==> src/rtl/instr_decode_pkg.sv <==
// Shared constants and types for the instruction timing decoder.
// Assumes a single clock domain; nothing here holds state.
`default_nettype none
package instr_decode_pkg;

   // Opcode of no-operation and its undefined alias
   localparam logic [7:0] OP_NOP   = 8'h00;
   localparam logic [7:0] OP_UNDEF = 8'ha5;

   // Status-word bank select bit positions
   localparam int BANK_LO_POS = 3;
   localparam int BANK_HI_POS = 4;

   // Address bit that marks upper half of data space
   localparam int UPPER_HALF_BIT = 7;

   // Instruction lengths in bytes
   localparam logic [1:0] LEN_1 = 2'h1;
   localparam logic [1:0] LEN_2 = 2'h2;
   localparam logic [1:0] LEN_3 = 2'h3;

   // Cycle counts, in system clock cycles
   localparam logic [3:0] CYC_1        = 4'h1;
   localparam logic [3:0] CYC_2        = 4'h2;
   localparam logic [3:0] CYC_3        = 4'h3;
   localparam logic [3:0] CYC_COND2_T  = 4'h4;
   localparam logic [3:0] CYC_COND3_T  = 4'h5;
   localparam logic [3:0] CYC_CJIND_NT = 4'h4;
   localparam logic [3:0] CYC_CJIND_T  = 4'h6;
   localparam logic [3:0] CYC_PAGE     = 4'h4;
   localparam logic [3:0] CYC_LONG     = 4'h5;
   localparam logic [3:0] CYC_RETURN   = 4'h6;
   localparam logic [3:0] CYC_MUL      = 4'h4;
   localparam logic [3:0] CYC_DIV      = 4'h8;

   // Kind of control transfer
   typedef enum logic [3:0] {
      XF_NONE      = 4'h0,
      XF_PAGE_JUMP = 4'h1,
      XF_PAGE_CALL = 4'h2,
      XF_LONG_JUMP = 4'h3,
      XF_LONG_CALL = 4'h4,
      XF_SHORT     = 4'h5,
      XF_IND_JUMP  = 4'h6,
      XF_RET       = 4'h7,
      XF_INTERRUPT_RETURN      = 4'h8,
      XF_COND      = 4'h9
   } xfer_class_t;

   // Branch condition kinds
   typedef enum logic [3:0] {
      CND_NONE     = 4'h0,
      CND_CARRY    = 4'h1,
      CND_NCARRY   = 4'h2,
      CND_ZERO     = 4'h3,
      CND_NZERO    = 4'h4,
      CND_BIT      = 4'h5,
      CND_NBIT     = 4'h6,
      CND_BITCLR   = 4'h7,
      CND_NE_DIR   = 4'h8,
      CND_NE_IMM   = 4'h9,
      CND_NE_IND   = 4'ha,
      CND_NE_REG   = 4'hb,
      CND_DECREMENT_JUMP_NONZERO_REG = 4'hc,
      CND_DECREMENT_JUMP_NONZERO_DIR = 4'hd
   } cond_kind_t;

   // One row of the timing table
   typedef struct packed {
      logic [1:0]  len;
      logic [3:0]  cyc_nt;
      logic [3:0]  cyc_t;
      xfer_class_t cls;
      cond_kind_t  cond;
   } timing_entry_t;

   // Sequencer states
   typedef enum logic [1:0] {
      ST_IDLE = 2'b00,
      ST_EXEC = 2'b01
   } seq_state_t;

endpackage
`default_nettype wire

==> src/rtl/opcode_timing_table.sv <==
// Opcode to length, cycle count and transfer kind lookup.
// Purely combinational; the caller registers what it needs.
`default_nettype none
module opcode_timing_table (
   // Opcode in
   input  wire logic [7:0]                     opcode,
   // Table row out
   output instr_decode_pkg::timing_entry_t     entry
);

   function automatic instr_decode_pkg::timing_entry_t ent(
      input logic [1:0]                   l,
      input logic [3:0]                   nt,
      input logic [3:0]                   t,
      input instr_decode_pkg::xfer_class_t c,
      input instr_decode_pkg::cond_kind_t  k);
      instr_decode_pkg::timing_entry_t e;
      e.len    = l;
      e.cyc_nt = nt;
      e.cyc_t  = t;
      e.cls    = c;
      e.cond   = k;
      return e;
   endfunction

   localparam logic [1:0] L1 = instr_decode_pkg::LEN_1;
   localparam logic [1:0] L2 = instr_decode_pkg::LEN_2;
   localparam logic [1:0] L3 = instr_decode_pkg::LEN_3;
   localparam logic [3:0] C1 = instr_decode_pkg::CYC_1;
   localparam logic [3:0] C2 = instr_decode_pkg::CYC_2;
   localparam logic [3:0] C3 = instr_decode_pkg::CYC_3;
   localparam logic [3:0] T4 = instr_decode_pkg::CYC_COND2_T;
   localparam logic [3:0] T5 = instr_decode_pkg::CYC_COND3_T;
   localparam instr_decode_pkg::xfer_class_t XN = instr_decode_pkg::XF_NONE;
   localparam instr_decode_pkg::xfer_class_t XC = instr_decode_pkg::XF_COND;
   localparam instr_decode_pkg::cond_kind_t  KN = instr_decode_pkg::CND_NONE;

   always_comb begin
      entry = ent(L1, C1, C1, XN, KN);
      casez (opcode)
         instr_decode_pkg::OP_NOP,
         instr_decode_pkg::OP_UNDEF: entry = ent(L1, C1, C1, XN, KN);
         8'b???00001: entry = ent(L2, instr_decode_pkg::CYC_PAGE,
            instr_decode_pkg::CYC_PAGE, instr_decode_pkg::XF_PAGE_JUMP, KN);
         8'b???10001: entry = ent(L2, instr_decode_pkg::CYC_PAGE,
            instr_decode_pkg::CYC_PAGE, instr_decode_pkg::XF_PAGE_CALL, KN);
         8'h02: entry = ent(L3, instr_decode_pkg::CYC_LONG,
            instr_decode_pkg::CYC_LONG, instr_decode_pkg::XF_LONG_JUMP, KN);
         8'h12: entry = ent(L3, instr_decode_pkg::CYC_LONG,
            instr_decode_pkg::CYC_LONG, instr_decode_pkg::XF_LONG_CALL, KN);
         8'h22: entry = ent(L1, instr_decode_pkg::CYC_RETURN,
            instr_decode_pkg::CYC_RETURN, instr_decode_pkg::XF_RET, KN);
         8'h32: entry = ent(L1, instr_decode_pkg::CYC_RETURN,
            instr_decode_pkg::CYC_RETURN, instr_decode_pkg::XF_INTERRUPT_RETURN, KN);
         8'h80: entry = ent(L2, instr_decode_pkg::CYC_PAGE,
            instr_decode_pkg::CYC_PAGE, instr_decode_pkg::XF_SHORT, KN);
         8'h73: entry = ent(L1, instr_decode_pkg::CYC_PAGE,
            instr_decode_pkg::CYC_PAGE, instr_decode_pkg::XF_IND_JUMP, KN);
         // Conditional jumps
         8'h40: entry = ent(L2, C2, T4, XC, instr_decode_pkg::CND_CARRY);
         8'h50: entry = ent(L2, C2, T4, XC, instr_decode_pkg::CND_NCARRY);
         8'h60: entry = ent(L2, C2, T4, XC, instr_decode_pkg::CND_ZERO);
         8'h70: entry = ent(L2, C2, T4, XC, instr_decode_pkg::CND_NZERO);
         8'b11011???: entry = ent(L2, C2, T4, XC,
            instr_decode_pkg::CND_DECREMENT_JUMP_NONZERO_REG);
         8'h20: entry = ent(L3, C3, T5, XC, instr_decode_pkg::CND_BIT);
         8'h30: entry = ent(L3, C3, T5, XC, instr_decode_pkg::CND_NBIT);
         8'h10: entry = ent(L3, C3, T5, XC, instr_decode_pkg::CND_BITCLR);
         8'hb5: entry = ent(L3, C3, T5, XC, instr_decode_pkg::CND_NE_DIR);
         8'hb4: entry = ent(L3, C3, T5, XC, instr_decode_pkg::CND_NE_IMM);
         8'b10111???: entry = ent(L3, C3, T5, XC,
            instr_decode_pkg::CND_NE_REG);
         8'hd5: entry = ent(L3, C3, T5, XC, instr_decode_pkg::CND_DECREMENT_JUMP_NONZERO_DIR);
         8'b1011011?: entry = ent(L3, instr_decode_pkg::CYC_CJIND_NT,
            instr_decode_pkg::CYC_CJIND_T, XC,
            instr_decode_pkg::CND_NE_IND);
         // Multi-cycle moves and arithmetic
         8'he0, 8'hf0, 8'b111?001?: entry = ent(L1, C3, C3, XN, KN);
         8'h83, 8'h93: entry = ent(L1, C3, C3, XN, KN);
         8'h90: entry = ent(L3, C3, C3, XN, KN);
         8'ha4: entry = ent(L1, instr_decode_pkg::CYC_MUL,
            instr_decode_pkg::CYC_MUL, XN, KN);
         8'h84: entry = ent(L1, instr_decode_pkg::CYC_DIV,
            instr_decode_pkg::CYC_DIV, XN, KN);
         // Three-byte direct forms
         8'h43, 8'h53, 8'h63, 8'h75, 8'h85: entry = ent(L3, C3, C3, XN, KN);
         // Register forms with an operand byte
         8'b01111???, 8'b10001???, 8'b10101???:
            entry = ent(L2, C2, C2, XN, KN);
         8'b????1???: entry = ent(L1, C1, C1, XN, KN);
         // Indirect forms with an operand byte
         8'b0111011?, 8'b1000011?, 8'b1010011?:
            entry = ent(L2, C2, C2, XN, KN);
         8'b????011?: entry = ent(L1, C2, C2, XN, KN);
         // Accumulator, carry and rotate one-byte forms
         8'h04, 8'h14, 8'hc4, 8'hd4, 8'he4, 8'hf4, 8'h03, 8'h13, 8'h23,
         8'h33, 8'ha3: entry = ent(L1, C1, C1, XN, KN);
         8'hb3, 8'hc3, 8'hd3: entry = ent(L1, C1, C1, XN, KN);
         8'ha0, 8'hb0, 8'h72, 8'h82, 8'h92, 8'ha2, 8'hb2, 8'hc2, 8'hd2:
            entry = ent(L2, C2, C2, XN, KN);
         8'hc0, 8'hd0: entry = ent(L2, C2, C2, XN, KN);
         // Remaining two-byte direct and immediate forms
         8'b????0100, 8'b????0101, 8'b????0010:
            entry = ent(L2, C2, C2, XN, KN);
         default: entry = ent(L1, C1, C1, XN, KN);
      endcase
   end

endmodule
`default_nettype wire

==> src/rtl/cpu_instruction_timing_decode.sv <==
// Instruction decode and cycle timing for an 8-bit accumulator core.
// Assumes opcode and both following bytes are present at fetch, and that
// operand values read by the core are valid in the same cycle.
//
// What this block does
// - Register operand address uses active bank
// - Indirect address from bank R0 or R1
// - Signed offset added to next address
// - Direct lower half RAM, upper half SFR
// - Page target replaces low eleven bits
// - Long target loads full program counter
// - Undefined opcode behaves as one-cycle NOP
// - Two-byte conditional jumps take two or four
// - Three-byte conditional jumps take three or five, except indirect compare
// - Bit jump clears tested bit when taken
// - Indirect compare jump takes four or six
// - Unconditional transfers take four, five, six
// - External data moves: one byte, three cycles
// - Code memory read: one byte, three cycles
// - Data pointer immediate load: three cycles
// - Indirect one-byte operations take two cycles
// - Accumulator and register ops take one cycle
// - Direct forms two cycles, three-byte three
// - Low nibble exchange swaps bits three-zero
// - Carry ops one cycle, bit ops two
// - Push and pop direct take two cycles
// - Status bits three and four pick bank
// - Indirect upper addresses reach upper RAM
`default_nettype none
module cpu_instruction_timing_decode (
   // Clock and reset
   input  wire logic        CORE_CLK,
   input  wire logic        RST,
   // Fetch
   input  wire logic        FETCH_VALID,
   output logic             FETCH_READY,
   input  wire logic [15:0] INSTR_PC,
   input  wire logic [7:0]  OPCODE,
   input  wire logic [7:0]  OPND1,
   input  wire logic [7:0]  OPND2,
   // Core state
   input  wire logic [7:0]  STATUS_WORD,
   input  wire logic        CARRY,
   input  wire logic [7:0]  ACC,
   input  wire logic [15:0] DATA_POINTER,
   input  wire logic [15:0] RETURN_ADDR,
   // Operand values
   input  wire logic [7:0]  PTR_VALUE,
   input  wire logic [7:0]  REG_VALUE,
   input  wire logic [7:0]  DIRECT_VALUE,
   input  wire logic [7:0]  IND_VALUE,
   input  wire logic        BIT_VALUE,
   // Decode result
   output logic             DECODE_VALID,
   output logic [1:0]       INSTR_LEN,
   output logic [3:0]       INSTR_CYCLES,
   output logic             BRANCH_TAKEN,
   output logic [15:0]      NEXT_PC,
   // Operand addresses
   output logic [7:0]       REG_ADDR,
   output logic [7:0]       PTR_ADDR,
   output logic [7:0]       DIRECT_ADDR,
   output logic             DIRECT_TO_SFR,
   output logic             IND_UPPER_RAM,
   // Side effects
   output logic             BIT_CLEAR,
   output logic [7:0]       NIBBLE_ACC,
   output logic [7:0]       NIBBLE_RAM,
   output logic [7:0]       DEC_RESULT,
   output logic             CMP_CARRY,
   output logic             PC_PUSH,
   output logic             PC_POP,
   output logic             INT_RETURN,
   // External and code memory access
   output logic [15:0]      EXT_ADDR,
   output logic             EXT_RD,
   output logic             EXT_WR,
   output logic             CODE_RD
);

   instr_decode_pkg::timing_entry_t entry;
   instr_decode_pkg::seq_state_t    state_r;
   instr_decode_pkg::seq_state_t    state_nxt;

   logic [3:0]  cnt_r;
   logic [3:0]  cnt_nxt;
   logic        accept;
   logic [1:0]  bank;
   logic [15:0] next_seq;
   logic [7:0]  rel;
   logic [15:0] rel_target;
   logic [15:0] page_target;
   logic [15:0] long_target;
   logic [15:0] ind_target;
   logic [15:0] code_pc_addr;
   logic [15:0] xfer_target;
   logic        cond_true;
   logic        taken;
   logic [3:0]  cycles_sel;
   logic [7:0]  dec_value;
   logic        is_exchange_low_nibble;
   logic        is_ext_ri;
   logic        is_ext_data_pointer_16;
   logic        is_ext_wr;
   logic        is_code_rd;
   logic        cmp_lt;
   logic [7:0]  cmp_lhs;
   logic [7:0]  cmp_rhs;

   opcode_timing_table u_table (
      .opcode (OPCODE),
      .entry  (entry)
   );

   // Register bank and operand addressing
   assign bank = {STATUS_WORD[instr_decode_pkg::BANK_HI_POS],
                  STATUS_WORD[instr_decode_pkg::BANK_LO_POS]};

   // Address sequencing
   assign next_seq    = 16'(INSTR_PC + {14'h0000, entry.len});
   assign rel         = (entry.len == instr_decode_pkg::LEN_2) ? OPND1 : OPND2;
   assign rel_target  = 16'(next_seq + {{8{rel[7]}}, rel});
   assign page_target = {next_seq[15:11], OPCODE[7:5], OPND1};
   assign long_target = {OPND1, OPND2};
   assign ind_target  = 16'(DATA_POINTER + {8'h00, ACC});
   assign code_pc_addr = 16'(next_seq + {8'h00, ACC});

   // Condition evaluation
   assign dec_value = 8'(((entry.cond == instr_decode_pkg::CND_DECREMENT_JUMP_NONZERO_REG)
                          ? REG_VALUE : DIRECT_VALUE) - 8'h01);

   always_comb begin
      cmp_lhs = ACC;
      cmp_rhs = OPND1;
      case (entry.cond)
         instr_decode_pkg::CND_NE_DIR: cmp_rhs = DIRECT_VALUE;
         instr_decode_pkg::CND_NE_IND: cmp_lhs = IND_VALUE;
         instr_decode_pkg::CND_NE_REG: cmp_lhs = REG_VALUE;
         default: cmp_rhs = OPND1;
      endcase
   end

   assign cmp_lt = (cmp_lhs < cmp_rhs);

   always_comb begin
      cond_true = 1'b0;
      case (entry.cond)
         instr_decode_pkg::CND_CARRY:    cond_true = CARRY;
         instr_decode_pkg::CND_NCARRY:   cond_true = ~CARRY;
         instr_decode_pkg::CND_ZERO:     cond_true = (ACC == 8'h00);
         instr_decode_pkg::CND_NZERO:    cond_true = (ACC != 8'h00);
         instr_decode_pkg::CND_BIT:      cond_true = BIT_VALUE;
         instr_decode_pkg::CND_NBIT:     cond_true = ~BIT_VALUE;
         instr_decode_pkg::CND_BITCLR:   cond_true = BIT_VALUE;
         instr_decode_pkg::CND_NE_DIR,
         instr_decode_pkg::CND_NE_IMM,
         instr_decode_pkg::CND_NE_IND,
         instr_decode_pkg::CND_NE_REG:   cond_true = (cmp_lhs != cmp_rhs);
         instr_decode_pkg::CND_DECREMENT_JUMP_NONZERO_REG,
         instr_decode_pkg::CND_DECREMENT_JUMP_NONZERO_DIR: cond_true = (dec_value != 8'h00);
         default:                        cond_true = 1'b0;
      endcase
   end

   assign taken = (entry.cls != instr_decode_pkg::XF_NONE) &&
                  ((entry.cls != instr_decode_pkg::XF_COND) || cond_true);

   // Taken branches use the longer count
   assign cycles_sel = taken ? entry.cyc_t : entry.cyc_nt;

   always_comb begin
      xfer_target = next_seq;
      case (entry.cls)
         instr_decode_pkg::XF_PAGE_JUMP,
         instr_decode_pkg::XF_PAGE_CALL: xfer_target = page_target;
         instr_decode_pkg::XF_LONG_JUMP,
         instr_decode_pkg::XF_LONG_CALL: xfer_target = long_target;
         instr_decode_pkg::XF_SHORT:     xfer_target = rel_target;
         instr_decode_pkg::XF_COND:
            xfer_target = cond_true ? rel_target : next_seq;
         instr_decode_pkg::XF_IND_JUMP:  xfer_target = ind_target;
         instr_decode_pkg::XF_RET,
         instr_decode_pkg::XF_INTERRUPT_RETURN:      xfer_target = RETURN_ADDR;
         default:                        xfer_target = next_seq;
      endcase
   end

   // Memory access classes
   assign is_exchange_low_nibble     = (OPCODE[7:1] == 7'b1101_011);
   assign is_ext_ri   = (OPCODE[7:5] == 3'b111) && (OPCODE[3:1] == 3'b001);
   assign is_ext_data_pointer_16 = (OPCODE[7:5] == 3'b111) && (OPCODE[3:0] == 4'h0);
   assign is_ext_wr   = OPCODE[4];
   assign is_code_rd  = (OPCODE == 8'h83) || (OPCODE == 8'h93);

   // Instruction sequencer
   assign FETCH_READY = (cnt_r == 4'h0);
   assign accept      = FETCH_VALID && FETCH_READY;

   always_comb begin
      cnt_nxt = cnt_r;
      if (accept) begin
         cnt_nxt = 4'(cycles_sel - 4'h1);
      end else if (cnt_r != 4'h0) begin
         cnt_nxt = 4'(cnt_r - 4'h1);
      end
   end

   always_comb begin
      case (state_r)
         instr_decode_pkg::ST_IDLE,
         instr_decode_pkg::ST_EXEC:
            state_nxt = (cnt_nxt != 4'h0) ? instr_decode_pkg::ST_EXEC
                                          : instr_decode_pkg::ST_IDLE;
         default: state_nxt = instr_decode_pkg::ST_IDLE;
      endcase
   end

   always_ff @(posedge CORE_CLK) begin
      if (RST) begin
         state_r <= instr_decode_pkg::ST_IDLE;
         cnt_r   <= 4'h0;
      end else begin
         state_r <= state_nxt;
         cnt_r   <= cnt_nxt;
      end
   end

   // Strobes: one cycle after the fetch is taken
   always_ff @(posedge CORE_CLK) begin
      if (RST) begin
         DECODE_VALID <= 1'b0;
         BIT_CLEAR    <= 1'b0;
         PC_PUSH      <= 1'b0;
         PC_POP       <= 1'b0;
         INT_RETURN   <= 1'b0;
         EXT_RD       <= 1'b0;
         EXT_WR       <= 1'b0;
         CODE_RD      <= 1'b0;
      end else begin
         DECODE_VALID <= accept;
         BIT_CLEAR    <= accept && (entry.cond == instr_decode_pkg::CND_BITCLR)
                         && BIT_VALUE;
         PC_PUSH      <= accept &&
                         ((entry.cls == instr_decode_pkg::XF_PAGE_CALL) ||
                          (entry.cls == instr_decode_pkg::XF_LONG_CALL));
         PC_POP       <= accept &&
                         ((entry.cls == instr_decode_pkg::XF_RET) ||
                          (entry.cls == instr_decode_pkg::XF_INTERRUPT_RETURN));
         INT_RETURN   <= accept && (entry.cls == instr_decode_pkg::XF_INTERRUPT_RETURN);
         EXT_RD       <= accept && (is_ext_ri || is_ext_data_pointer_16) && !is_ext_wr;
         EXT_WR       <= accept && (is_ext_ri || is_ext_data_pointer_16) && is_ext_wr;
         CODE_RD      <= accept && is_code_rd;
      end
   end

   // Decode data: held until the next fetch is taken
   always_ff @(posedge CORE_CLK) begin
      if (RST) begin
         INSTR_LEN    <= 2'h0;
         INSTR_CYCLES <= 4'h0;
         BRANCH_TAKEN <= 1'b0;
         NEXT_PC      <= 16'h0000;
      end else if (accept) begin
         INSTR_LEN    <= entry.len;
         INSTR_CYCLES <= cycles_sel;
         BRANCH_TAKEN <= taken;
         NEXT_PC      <= xfer_target;
      end
   end

   always_ff @(posedge CORE_CLK) begin
      if (RST) begin
         REG_ADDR      <= 8'h00;
         PTR_ADDR      <= 8'h00;
         DIRECT_ADDR   <= 8'h00;
         DIRECT_TO_SFR <= 1'b0;
         IND_UPPER_RAM <= 1'b0;
      end else if (accept) begin
         REG_ADDR      <= {3'b000, bank, OPCODE[2:0]};
         PTR_ADDR      <= {3'b000, bank, 2'b00, OPCODE[0]};
         DIRECT_ADDR   <= OPND1;
         DIRECT_TO_SFR <= OPND1[instr_decode_pkg::UPPER_HALF_BIT];
         IND_UPPER_RAM <= PTR_VALUE[instr_decode_pkg::UPPER_HALF_BIT];
      end
   end

   always_ff @(posedge CORE_CLK) begin
      if (RST) begin
         NIBBLE_ACC <= 8'h00;
         NIBBLE_RAM <= 8'h00;
         DEC_RESULT <= 8'h00;
         CMP_CARRY  <= 1'b0;
      end else if (accept) begin
         NIBBLE_ACC <= is_exchange_low_nibble ? {ACC[7:4], IND_VALUE[3:0]} : ACC;
         NIBBLE_RAM <= is_exchange_low_nibble ? {IND_VALUE[7:4], ACC[3:0]}
                               : IND_VALUE;
         DEC_RESULT <= dec_value;
         CMP_CARRY  <= cmp_lt;
      end
   end

   always_ff @(posedge CORE_CLK) begin
      if (RST) begin
         EXT_ADDR <= 16'h0000;
      end else if (accept) begin
         if (is_ext_ri) begin
            EXT_ADDR <= {8'h00, PTR_VALUE};
         end else if (is_ext_data_pointer_16) begin
            EXT_ADDR <= DATA_POINTER;
         end else if (OPCODE == 8'h93) begin
            EXT_ADDR <= ind_target;
         end else begin
            EXT_ADDR <= code_pc_addr;
         end
      end
   end

endmodule
`default_nettype wire

==> config.mk <==
export PLATFORM = sky130hd
export DESIGN_NAME = cpu_instruction_timing_decode
export DESIGN_NICKNAME = d
export VERILOG_FILES = /design/src/rtl/instr_decode_pkg.sv /design/src/rtl/opcode_timing_table.sv /design/src/rtl/cpu_instruction_timing_decode.sv
export SDC_FILE = /design/constraint.sdc
export NUM_CORES = 1
export LEC_CHECK = 0
export BUFFER_PORTS_ARGS = -buffer_cell sky130_fd_sc_hd__buf_2
export CAP_MARGIN = 20
export CORE_MARGIN = 2
export CORE_UTILIZATION = 49
export CTS_CLUSTER_DIAMETER = 30
export DETAILED_ROUTE_END_ITERATION = 10
export PLACE_DENSITY = 0.78
export SYNTH_ARGS = -nofsm -noshare
export SYNTH_HDL_FRONTEND = slang
export SYNTH_HIERARCHICAL = 1
export SYNTH_SLANG_ARGS = --single-unit
export TNS_END_PERCENT = 1
==> constraint.sdc <==
create_clock -name CORE_CLK -period 5.35 [get_ports CORE_CLK]
set_input_delay 0.2675 -clock CORE_CLK [delete_from_list [all_inputs] [get_ports CORE_CLK]]
set_output_delay 0.2675 -clock CORE_CLK [all_outputs]
set_load 0.05 [all_outputs]
## After elaboration in Yosys (flattened, before gate mapping)

Index checks and enable logic that the tools add are counted.

- Add/sub/neg operators: 7
- Multiply operators: 0
- Div/mod/pow operators: 0
- $lt $le $gt $ge: 1
- Equality and inequality tests: 98
- Shift-type cells: 0
- Mux-type cells: 19
- Bitwise operators: 2
- Reduce and logical (&&, ||, !) cells: 42

Operator list:

| operator | count |
|---|---|
| 18-bit one-hot mux with 27 select lines | 1 |
| 8-bit equality test (second input constant) | 31 |
| 16-bit one-hot mux with 6 select lines | 1 |
| 8-bit by 7-bit equality test with 1-bit output (second input constant) | 10 |
| 16-bit two-way mux | 4 |
| 18-bit one-hot mux with 3 select lines | 1 |
| 8-bit by 6-bit equality test with 1-bit output (second input constant) | 6 |
| 4-bit by 3-bit equality test with 1-bit output (second input constant) | 10 |
| 18-bit one-hot mux with 2 select lines | 1 |
| 16-bit by 8-bit adder with 16-bit output | 2 |
| 4-bit equality test (second input constant) | 8 |
| 8-bit by 5-bit equality test with 1-bit output (second input constant) | 4 |
| 7-bit equality test (second input constant) | 4 |
| 5-bit equality test (second input constant) | 5 |
| 8-bit two-way mux | 3 |
| 4-bit by 2-bit equality test with 1-bit output (second input constant) | 5 |
| 4-bit two-way mux | 5 |
| 18-bit two-way mux | 1 |
| 16-bit adder | 1 |
| 16-bit by 2-bit adder with 16-bit output | 1 |
| 8-bit by 2-bit equality test with 1-bit output (second input constant) | 2 |
| 8-bit zero test | 2 |
| 8-bit one-hot mux with 2 select lines | 1 |
| 8-bit nonzero test | 2 |
| other kinds (30) | 58 |

- Register bits after elaboration: 94
- Latch bits: 0
- RAM bits: 0
- Bits in read-only memories: 0
- Bits of input ports: 125
- Memories kept: 0

## Longest topological paths before layout

- Word-level depth: 16
- Gate-level depth with buffers: 24

## Modules after synthesis

Netlist, hierarchy kept.

By module, submodules not included:

| module | instances | cells each | area each (sq um) | seq. area each (sq um) |
|---|---|---|---|---|
| cpu_instruction_timing_decode | 1 | 973 | 7,475.9 | 1,801.7 |
| opcode_timing_table | 1 | 123 | 795.8 | 0.0 |

## Least setup slack after synthesis

Ideal clock, no wire load.

- Kind: input to register
- Start: input port OPCODE[5]
- End: register EXT_ADDR[8]
- Arrival: 4.971 ns
- Data required time: 5.280 ns
- Setup slack: 0.309 ns
- Stages: 20
- Buffers on the path: 1
- Path through: buf_2 > and4b_1 > o21ai_1 > and3b_2 > nand4bb_1 > or3_4 > o2111ai_1 > inv_1 > fa_1 > inv_1 > fa_1 > a21o_1 > a21oi_1 > o21bai_1 > a2111oi_1 > nor2_1 > xnor2_1 > o22ai_1 > a2111o_1 > a21oi_1

RTL lines:

| item | line | source |
|---|---|---|
| from (decl) | cpu_instruction_timing_decode.sv:38 | `input wire logic [7:0] OPCODE,` |
| to (signal assigned) | cpu_instruction_timing_decode.sv:307 | `EXT_ADDR <= {8'h00, PTR_VALUE};` |
| to (signal assigned) | cpu_instruction_timing_decode.sv:311 | `EXT_ADDR <= ind_target;` |
| to (signal assigned) | cpu_instruction_timing_decode.sv:313 | `EXT_ADDR <= code_pc_addr;` |
| to (decl) | cpu_instruction_timing_decode.sv:75 | `output logic [15:0] EXT_ADDR,` |

==> reports/qor.yml <==
power.internal_w: 0.00191
fp.dieW_um: 134
async_flop_share_pct: 0
cts_buffer_depth: 2
endpoint: "EXT_ADDR[7]$_SDFFE_PP0P_"
cpMaxStageDelayCell: "a2111oi_1"
synth_area_per_cell_um2: 7.55
fin_worst_skew_ns: 0.0104
track_usage_pct: 33.2
htree_num_levels: 3
switching_share_pct: 47.8
cp-startpoint: "OPCODE[1]"
fin_worst_hold_slack_ns: 0.146
p_clk_share_pct: 20.0
cts_tree: "done"
ys_ff_latch: 90
nFillCells: 1493
arrival_ns: 5.31
power.leakage_nw: 4.65
finalSetupViolCount: 0
die_area_um2: 17900
rr_endpoint: "cnt_r[2]$_SDFFE_PP0P_"
dr_total_vias: 9607
drv_slew: 0
cp.depth: 23
synth_warnings: 6
maxCapViolations: 0
r2r_slack_ns: 1.98
route.detailed.drc: 0
synth_flop_cell: "dfxtp_1"
pwr-share-comb_pct: 55.0
pin_count: 224
antenna_found_initial: 0
grt_pass1_wl_um: 47100
gp_routability_congestion: 0.959
status: "complete, no violations"
numCtsBuffers: 9
critPathMaxFanout: 6
syn_to_final_growth_pct: 26.2
period_minus_slack_ns: 5.04
yosysMostFrequentCell: "nand2_1"
dp.final_hpwl_um: 23400
io_buffers: 209
r2r_start: "cnt_r[0]$_SDFFE_PP0P_"
seq_area_frac_synth_pct: 21.8
hold_viol: 0
dieHeight_um: 134
syn_area_um2: 8270
wl_per_cell_um: 19.2
vdd_ir_drop_max_uv: 279
synth_commonest_cells: "138 x nand2_1, 92 x nor2_1, 90 x dfxtp_1"
antennaDiodeCount: 0
gr-total-overflow: 0
synth_edf_count: 0
cp-end-kind: "flop"
synth_top_area_share_pct: 21.8
drtPass1Iterations: 6
path_cells: "buf_2 -> nor4bb_1 -> buf_4 -> a32o_1 -> and3b_2 -> nand4bb_1 -> or3_4 -> o22a_1 -> ha_1 -> inv_1 -> fa_1 -> inv_1 -> ha_1 -> a21o_1 -> a21oi_1 -> o21bai_1 -> a2111oi_1 -> buf_4 -> nor3_1 -> or3b_1 -> a311oi_1 -> a211oi_1 -> nor3_1"
fmax_mhz: 198
initial_utilization_pct: 50.1
synth_area_leaders: "dfxtp_1 22%, ha_1 6.7%, nand2_1 6.3%"
finalCritPeriodShare_pct: 94.2
cts_sinks: 90
crit_required_ns: 5.63
root_buffer: "clkbuf_16"
hold_depth: 3
ant_nets: 0
hp-class: "in -> reg"
critPathMaxStageDelay_ns: 0.45
final_area_um2: 10400
worstMarginPinSlew_ns: 0.971
fin_tns_setup_ns: 0
max_slew_margin_pct: 35.0
place_area_um2: 10100
power.switching_w: 0.00175
rr_worst_depth: 9
drt-initial-drc-count: 874
post_cts_buffers: 0
criticalPathCategory: "in -> reg"
crit_family: "compound AO/OA/AOI/OAI gates"
placed_cells: 1565
synth.distinct_cells: 92
cp_num_buf_inv: 5
grt_pass1_vias: 8776
core-area_um2: 16500
rsz0062_at_grt: "no"
powerDensity_nw_per_um2: 350
fin_cells: 1582
synth_top_cell_by_area: "dfxtp_1"
start_kind: "primary input"
seqPwrFrac_pct: 25.0
final_nets: 1530
routed_via_density: 6.07
grt_max_degree: 61
drive_gt1_share_pct: 27.5
synthCells: 1096
wirelength_um: 30300
clock_latency_ns: 0.36
clk_pin_slew_ns: 0.07
rows: 47
==> cells by family after synthesis <==
| family | synth area share [%] |
|---|---|
| other cells | 0.0453 |
| xor+xnor | 5.82 |
| compound gates | 27.1 |
| fa+ha+maj | 7.62 |
| simple gates | 25.8 |
| mux | 5.97 |
| flops | 21.8 |
| buf+inv | 5.84 |
==> per-layer routing <==
layer	global-route usage, %	wire (um)	vias up
li1	-	-	4564
met1	43.8	12700	4460
met2	53.9	14000	494
met3	4.23	2330	89
met4	15.4	1270	0
met5	0	0	-
==> placed cells by master (no fill, tap or decap), drive strengths merged, types with 6 or more instances in the layout <==
cell | netlist | routed
o31ai | 6 | 6
a21oi | 87 | 87
nand3 | 25 | 25
inv | 26 | 29
a31oi | 10 | 10
nor2b | 18 | 18
nor4b | 8 | 8
or3 | 12 | 12
nand4 | 8 | 8
nor4 | 13 | 13
o211ai | 14 | 14
xor2 | 22 | 22
nor3 | 32 | 32
nor2 | 92 | 92
nand2 | 138 | 138
conb | 1 | 8
a311oi | 9 | 9
a22oi | 9 | 9
nand2b | 20 | 20
o21bai | 7 | 7
o21a | 7 | 7
mux2i | 34 | 34
xnor2 | 33 | 33
buf | 28 | 322
ha | 44 | 44
clkbuf | 51 | 10
a21o | 20 | 20
o21ai | 53 | 53
a221o | 10 | 10
mux2 | 13 | 13
and3 | 12 | 12
o311ai | 6 | 6
a221oi | 16 | 16
a211oi | 29 | 29
dfxtp | 90 | 90
o22ai | 9 | 9
==> worst reg2reg max path, cell delays in order (launching register included) <==
cell	delay, ns
dfxtp_1	0.33
nor4_1	0.69
and2_2	0.81
buf_4	0.59
nand2_1	0.11
mux2i_1	0.20
nor2_1	0.07
ha_1	0.20
nor3_1	0.20
nor3_1	0.08
==> registers in the layout, summed over array words and instances, names as in the netlist, 2 cells and up <==
register and count:
cnt_r 4, EXT_ADDR 16, NEXT_PC 16, INSTR_CYCLES 4
PTR_ADDR 3, INSTR_LEN 2, DIRECT_ADDR 8, NIBBLE_RAM 8
NIBBLE_ACC 8, REG_ADDR 2, DEC_RESULT 8
==> power by group through the flow <==
stage,Combinational [W],Sequential [W],Clock [W]
3_5_place_dp,0.00198,0.000926,0
2_1_floorplan,0.000913,0.00143,0
6_report,0.00201,0.000913,0.000731
3_3_place_gp,0.00195,0.000921,0
4_1_cts,0.00198,0.000911,0.000737
5_1_grt,0.00215,0.000927,0.000768
==> through the flow <==
stage / worst slack (ns) / utilization (%) / power [W]
detailed placement: -0.0470 / 61.1 / 0.00290
floorplan: 0.309 / - / 0.00234
global route: 0.0240 / 63.2 / 0.00384
finish: 0.312 / 63.2 / 0.00365
CTS: 0.288 / 63.1 / 0.00363
global placement: 0.113 / 61.1 / 0.00287
==> timing repair <==
| item | 4_1_cts | 5_1_grt |
|---|---|---|
| hold endpoints to repair | 0 | 0 |
| endpoints found under the setup margin | 0 | 4 |
| hold buffers | 0 | 0 |
| gates resized for setup | 0 | 2 |
==> cell type report <==
| type | count | area (um^2) | share of cell area [%] |
|---|---|---|---|
| inverters | 26 | 97.6 | 0.935 |
| flip-flops and latches | 90 | 1800 | 17.3 |
| well taps | 220 | 275 | 2.64 |
| multi-input cells | 908 | 6040 | 57.8 |
| clock buffers | 10 | 239 | 2.29 |
| clock inverters | 6 | 93.8 | 0.899 |
| repair buffers | 322 | 1890 | 18.1 |
==> worst min path at each step <==
stage	start	end
after global routing	STATUS_WORD[3]	PTR_ADDR[3]$_SDFFE_PP0P_
after global placement	EXT_ADDR[15]$_SDFFE_PP0P_	EXT_ADDR[15]$_SDFFE_PP0P_
final	STATUS_WORD[3]	PTR_ADDR[3]$_SDFFE_PP0P_
after floorplan	OPCODE[5]	CODE_RD$_SDFF_PP0_
after CTS	STATUS_WORD[3]	PTR_ADDR[3]$_SDFFE_PP0P_
after detailed placement	EXT_ADDR[15]$_SDFFE_PP0P_	EXT_ADDR[15]$_SDFFE_PP0P_
(Power assumes the default switching activity.)
